### config.mk
export PLATFORM = sky130hd
export DESIGN_NAME = rhgs_root_hub_global_status
export DESIGN_NICKNAME = d
export VERILOG_FILES = /design/src/rhgs_pkg.sv /design/src/rhgs_root_hub_global_status.sv /design/src/rhgs_sticky.sv
export SDC_FILE = /design/constraint.sdc
export NUM_CORES = 1
export LEC_CHECK = 0
export BUFFER_PORTS_ARGS = -buffer_cell sky130_fd_sc_hd__buf_2
export CAP_MARGIN = 20
export CORE_ASPECT_RATIO = 0.6
export CORE_MARGIN = 2
export CORE_UTILIZATION = 31
export CTS_CLUSTER_SIZE = 16
export DETAILED_ROUTE_END_ITERATION = 8
export GPL_TIMING_DRIVEN = 0
export PLACE_DENSITY_LB_ADDON = 0.3
export SLEW_MARGIN = 5
export SYNTH_ARGS = -nofsm -noshare
export SYNTH_HDL_FRONTEND = slang
export SYNTH_SLANG_ARGS = --single-unit
export TNS_END_PERCENT = 100
### constraint.sdc
create_clock -name i_clk -period 2.2 [get_ports i_clk]
set_input_delay 0.44 -clock i_clk [delete_from_list [all_inputs] [get_ports i_clk]]
set_output_delay 0.44 -clock i_clk [all_outputs]
set_load 0.02 [all_outputs]
### src/rhgs_pkg.sv
// Constants, field positions and carrier types for the root hub status block.
// Assumes a register request port driven by the controller's PCI decoder.
// Behaviour
// - 32-bit status register at offset 50h.
// - Bit 31 written one clears wake enable.
// - Overcurrent indicator change sets bit 17.
// - Writing one clears bit 17; zero ignored.
// - Bit 16 always reads zero.
// - Global mode: bit 16 powers all ports.
// - Per-port mode: powers only unmasked ports.
// - Bit 15 reads wake enable; enables resume.
// - Wake enable clear: no connect wake-up.
// - Bit 15 written one sets wake enable.
// - Bit 1 reads global overcurrent state.
// - Per-port overcurrent: bit 1 reads zero.
// - Bit 0 reads zero; global power off.
// - Per-port mode: bit 0 unpowers unmasked ports.

// =========================================================================
// Package
package rhgs_pkg;
    localparam int          RHGS_NUM_PORTS  = 4;
    localparam logic [7:0]  RHGS_OFFSET     = 8'h50;
    localparam logic [31:0] RHGS_RESET      = 32'h0000_0000;
    localparam int          RHGS_BIT_LPOFF  = 0;
    localparam int          RHGS_BIT_OCI    = 1;
    localparam int          RHGS_BIT_WAKE   = 15;
    localparam int          RHGS_BIT_LPON   = 16;
    localparam int          RHGS_BIT_OCCHG  = 17;
    localparam int          RHGS_BIT_WCLR   = 31;

    typedef struct packed {
        logic        wr;
        logic        rd;
        logic [7:0]  addr;
        logic [31:0] wdata;
    } rhgs_req_t;

    typedef struct packed {
        logic        valid;
        logic [31:0] data;
    } rhgs_rsp_t;

    typedef struct packed {
        logic [RHGS_NUM_PORTS-1:0] set;
        logic [RHGS_NUM_PORTS-1:0] clr;
    } rhgs_pwr_t;
endpackage

### src/rhgs_root_hub_global_status.sv
// Root hub global status and control register with power commands.
// Assumes requests are single-cycle strobes from the controller decoder
// and that the port state machines consume the power and resume pulses.
`timescale 1ns/1ps

// =========================================================================
// Top
module rhgs_root_hub_global_status
(
    input  wire logic                           i_clk,
    input  wire logic                           i_rst_b,
    input  wire rhgs_pkg::rhgs_req_t            i_req,
    output rhgs_pkg::rhgs_rsp_t                 o_rsp,
    input  wire logic                           i_power_switch_mode,
    input  wire logic [rhgs_pkg::RHGS_NUM_PORTS-1:0] i_per_port_power_mask,
    input  wire logic                           i_overcurrent,
    input  wire logic                           i_oc_per_port,
    input  wire logic                           i_bus_suspended_state,
    input  wire logic [rhgs_pkg::RHGS_NUM_PORTS-1:0] i_port_connect_change,
    output rhgs_pkg::rhgs_pwr_t                 o_pwr,
    output logic                                o_remote_wake_enable,
    output logic                                o_resume_req
);
    import rhgs_pkg::*;

    logic                      wr_hit;
    logic                      oci_r;
    logic                      oci_nxt;
    logic                      oc_change;
    logic                      occhg;
    logic                      wake_r;
    logic [RHGS_NUM_PORTS-1:0] port_sel;
    logic [31:0]               rdata_nxt;

    // =====================================================================
    // Decode
    assign wr_hit = i_req.wr && (i_req.addr == RHGS_OFFSET);

    // Per-port mode reaches only the ports left out of the mask.
    assign port_sel = i_power_switch_mode ? ~i_per_port_power_mask
                                          : {RHGS_NUM_PORTS{1'b1}};

    // =====================================================================
    // Overcurrent indicator and its change flag
    assign oci_nxt   = i_overcurrent && !i_oc_per_port;
    assign oc_change = oci_nxt != oci_r;

    always_ff @(posedge i_clk)
    begin
        if (!i_rst_b)
            oci_r <= RHGS_RESET[RHGS_BIT_OCI];
        else
            oci_r <= oci_nxt;
    end

    rhgs_sticky u_occhg
    (
        .i_clk   (i_clk),
        .i_rst_b (i_rst_b),
        .i_set   (oc_change),
        .i_clr   (wr_hit && i_req.wdata[RHGS_BIT_OCCHG]),
        .o_flag  (occhg)
    );

    // =====================================================================
    // Remote wake-up enable
    // Clear is checked first, so a write holding both strobes disables.
    always_ff @(posedge i_clk)
    begin
        if (!i_rst_b)
            wake_r <= RHGS_RESET[RHGS_BIT_WAKE];
        else if (wr_hit && i_req.wdata[RHGS_BIT_WCLR])
            wake_r <= 1'b0;
        else if (wr_hit && i_req.wdata[RHGS_BIT_WAKE])
            wake_r <= 1'b1;
    end

    assign o_remote_wake_enable = wake_r;

    // A connect change during suspend is a resume event only when enabled.
    always_ff @(posedge i_clk)
    begin
        if (!i_rst_b)
            o_resume_req <= 1'b0;
        else
            o_resume_req <= wake_r && i_bus_suspended_state
                            && (|i_port_connect_change);
    end

    // =====================================================================
    // Power commands
    always_ff @(posedge i_clk)
    begin
        if (!i_rst_b)
        begin
            o_pwr.set <= '0;
            o_pwr.clr <= '0;
        end
        else
        begin
            o_pwr.set <= (wr_hit && i_req.wdata[RHGS_BIT_LPON])
                         ? port_sel : '0;
            o_pwr.clr <= (wr_hit && i_req.wdata[RHGS_BIT_LPOFF])
                         ? port_sel : '0;
        end
    end

    // =====================================================================
    // Read path
    // Reserved bits and all three command-only bits (0, 16 and 31) read zero.
    always_comb
    begin
        rdata_nxt = '0;
        if (i_req.addr == RHGS_OFFSET)
        begin
            rdata_nxt[RHGS_BIT_OCI]   = oci_r;
            rdata_nxt[RHGS_BIT_WAKE]  = wake_r;
            rdata_nxt[RHGS_BIT_OCCHG] = occhg;
        end
    end

    always_ff @(posedge i_clk)
    begin
        if (!i_rst_b)
        begin
            o_rsp.valid <= 1'b0;
            o_rsp.data  <= RHGS_RESET;
        end
        else
        begin
            o_rsp.valid <= i_req.rd;
            o_rsp.data  <= i_req.rd ? rdata_nxt : RHGS_RESET;
        end
    end
endmodule

### src/rhgs_sticky.sv
// Sticky event flag: hardware sets, software clears.
// Assumes both strobes are synchronous to i_clk.
`timescale 1ns/1ps

// =========================================================================
// Sticky flag
module rhgs_sticky
(
    input  wire logic i_clk,
    input  wire logic i_rst_b,
    input  wire logic i_set,
    input  wire logic i_clr,
    output logic      o_flag
);
    // A set in the same cycle as a clear wins, so no event is lost.
    always_ff @(posedge i_clk)
    begin
        if (!i_rst_b)
            o_flag <= 1'b0;
        else if (i_set)
            o_flag <= 1'b1;
        else if (i_clr)
            o_flag <= 1'b0;
    end
endmodule
==> flow_metrics.py <==
metrics = {
    "logic_synthesis": {
        "syn_area_per_cell_um2": 9.56,
        "synth-seq-cells": 16,
        "syn_inst": 80,
        "synth-edff-count": 0,
        "ys_seq_area_share_pct": 41.9,
        "syn_area_um2": 764,
        "postSynth.asyncResetShare_pct": 0,
        "synth_ff_type": "dfxtp_1",
        "synth_cell_type_count": 22,
        "yosys_warnings": 0,
    },
    "sta": {
        "drv_slew": 0,
        "rsz0062_at_grt": "no",
        "fmax_ghz": 0.600,
        "finalSetupViolations": 0,
        "post-route-period-util_pct": 75.7,
        "finalCriticalPeriod_ns": 1.67,
        "setup_tns_ns": 0,
        "hold_violations": 0,
        "clock-skew-final_ns": 0.000217,
    },
    "final_layout": {
        "final_cells": 182,
        "drive_above_1_share_pct": 49.3,
        "area_delta_synth_final_pct": 50.9,
        "antennaDiodeCount": 0,
        "nets": 210,
    },
    "route": {
        "via_per_inst": 3.63,
        "wl_um": 1510,
        "firstDrtPassIters": 3,
        "vias": 660,
        "drt-initial-drc-count": 15,
        "drc": 0,
        "ant_nets": 0,
        "routedWlPerCell_um": 8.27,
    },
    "floorplan": {
        "dieHeight_um": 42.5,
        "ios": 99,
        "fp.dieArea_um2": 2890,
        "core-area_um2": 2240,
        "std_cell_rows": 13,
        "initial_core_util_pct": 34.1,
        "die_x_um": 68.1,
    },
    "worst_setup_path": {
        "cp.arrival_ns": 1.80,
        "worst-path-max-fanout": 9,
        "critPathCapture": "o_remote_wake_enable",
        "reg2reg_from": "oci_r",
        "path_cells": "buf_2 > or4_4 > or3_1 > buf_6 > o221a_1",
        "cpMaxStageDelayCell": "or4_4",
        "crit_type": "in -> reg",
        "end_kind": "flip-flop",
        "worstRegToRegCells": 2,
        "start_kind": "input port",
        "setup.worst_path.start": "i_req[33]",
        "reg2reg_setup_slack_ns": 1.54,
        "worstReg2RegEnd": "u_occhg.o_flag",
        "cp_data_required_time_ns": 2.33,
        "slowest_delay_ns": 0.55,
    },
    "place": {
        "dp_hpwl_um": 1370,
        "port_buffers": 41,
        "dp_cells": 179,
        "gp_congestion": 0.744,
    },
    "global_route": {
        "grt_pass1_wl_um": 2350,
        "grt_remaining_overflow": 0,
        "grt_max_degree": 10,
        "antenna_found_initial": 0,
        "grt_pass1_vias": 579,
        "grt_usage_pct": 10.6,
    },
    "clocking": {
        "cts_tree": "yes",
        "insertion_delay_ns": 0.24,
        "ctsResizeCount": 0,
        "hold_buffers": 0,
        "cts_buffers": 3,
        "root_buffer": "clkbuf_8",
        "max-clock-path-buffers": 2,
        "post_cts_buffers": 0,
        "cts.sinks": 16,
        "clk_pin_slew_ns": 0.05,
        "htree_num_levels": 1,
    },
    "power_and_ir_drop": {
        "power_density_nw_per_um2": 543,
        "p_leak_nw": 0.657,
        "power_w": 0.000626,
        "vdd_ir_drop_max_mv": 0.229,
    },
    "status": {
        "status": "finished, final reports clean",
    },
    "run": {
        "cap_violations": 0,
    },
    "hold_path": {
        "hp-class": "in -> reg",
    },
}
## state kept, by name, summed over array words and instances (netlist names)
signal and cells:
o_resume_req 1, o_pwr 8, o_remote_wake_enable 1, o_rsp 4
oci_r 1, u_occhg.o_flag 1
## metal layers
metal / share of wire (%) / track usage [%]
met3: 13 / 3.49
met1: 41 / 12.5
met5: 0 / 0
met2: 46 / 18.4
met4: 0 / 2.40
## critical path, delay by kind of cell
kind            cells  cell delay (ns)
simple gates        2             0.89
compound gates      1             0.23
buf+inv             2             0.24
## stage by stage
| step | util [%] | instance area [um^2] | setup WS [ns] | hold WS, ns |
|---|---|---|---|---|
| floorplan | - | 870 | 0.425 | 0.450 |
| global placement | 49.6 | 1110 | 0.295 | 0.467 |
| detailed placement | 49.6 | 1110 | 0.280 | 0.473 |
| CTS | 51.4 | 1150 | 0.535 | 0.387 |
| global route | 51.4 | 1150 | 0.497 | 0.388 |
| finish | 51.4 | 1150 | 0.534 | 0.391 |
## cell usage in the layout (no fill, tap or decap), types with 2 or more instances in the layout
| cell type | count |
|---|---|
| a211oi_1 | 8 |
| and2_1 | 2 |
| and3_1 | 3 |
| buf_2 | 41 |
| buf_4 | 29 |
| clkbuf_8 | 3 |
| conb_1 | 29 |
| dfxtp_1 | 16 |
| inv_1 | 2 |
| nand2_1 | 4 |
| nor2_1 | 2 |
## cell type report
cell class	instances	area, um^2
multi-input cells	59	309
fillers	212	1090
clock buffers	3	41.3
plain buffers	31	233
flip-flops and latches	16	320
repair buffers	41	205
inverters	2	7.51
well taps	30	37.5
## kinds of logic after synthesis
| family | synth area share, % |
|---|---|
| and+or+nand+nor | 13.7 |
| other | 0.491 |
| AOI/OAI and AO/OA | 11.3 |
| xor gates and xnor gates | 1.15 |
| DFF | 41.9 |
| buffers and inverters | 31.4 |
## worst min path at each step
stage	startpoint	slack, ns	cells past startpoint	endpoint
3_3_place_gp	u_occhg.o_flag	0.47	2	u_occhg.o_flag
5_1_grt	i_per_port_power_mask[2]	0.39	2	o_pwr[6]
2_1_floorplan	u_occhg.o_flag	0.45	2	u_occhg.o_flag
4_1_cts	i_per_port_power_mask[0]	0.39	2	o_pwr[0]
3_5_place_dp	u_occhg.o_flag	0.47	2	u_occhg.o_flag
6_report	i_per_port_power_mask[0]	0.39	2	o_pwr[0]
## report_power, final
group          switching [W]  internal, W  total [W]
clock              0.0000821     0.000121   0.000203
sequential        0.00000135     0.000293   0.000295
combinational      0.0000697    0.0000587   0.000128
## cell usage after synthesis, types with 2 or more instances
cell	count	share of area [%]
dfxtp_1	16	42
and3_1	3	2.5
nor2_1	2	0.98
and2_1	2	1.6
inv_1	2	0.98
buf_4	29	28
a211oi_1	8	7.9
nand2_1	4	2.0
No activity file was read; power rests on OpenSTA's default activity.
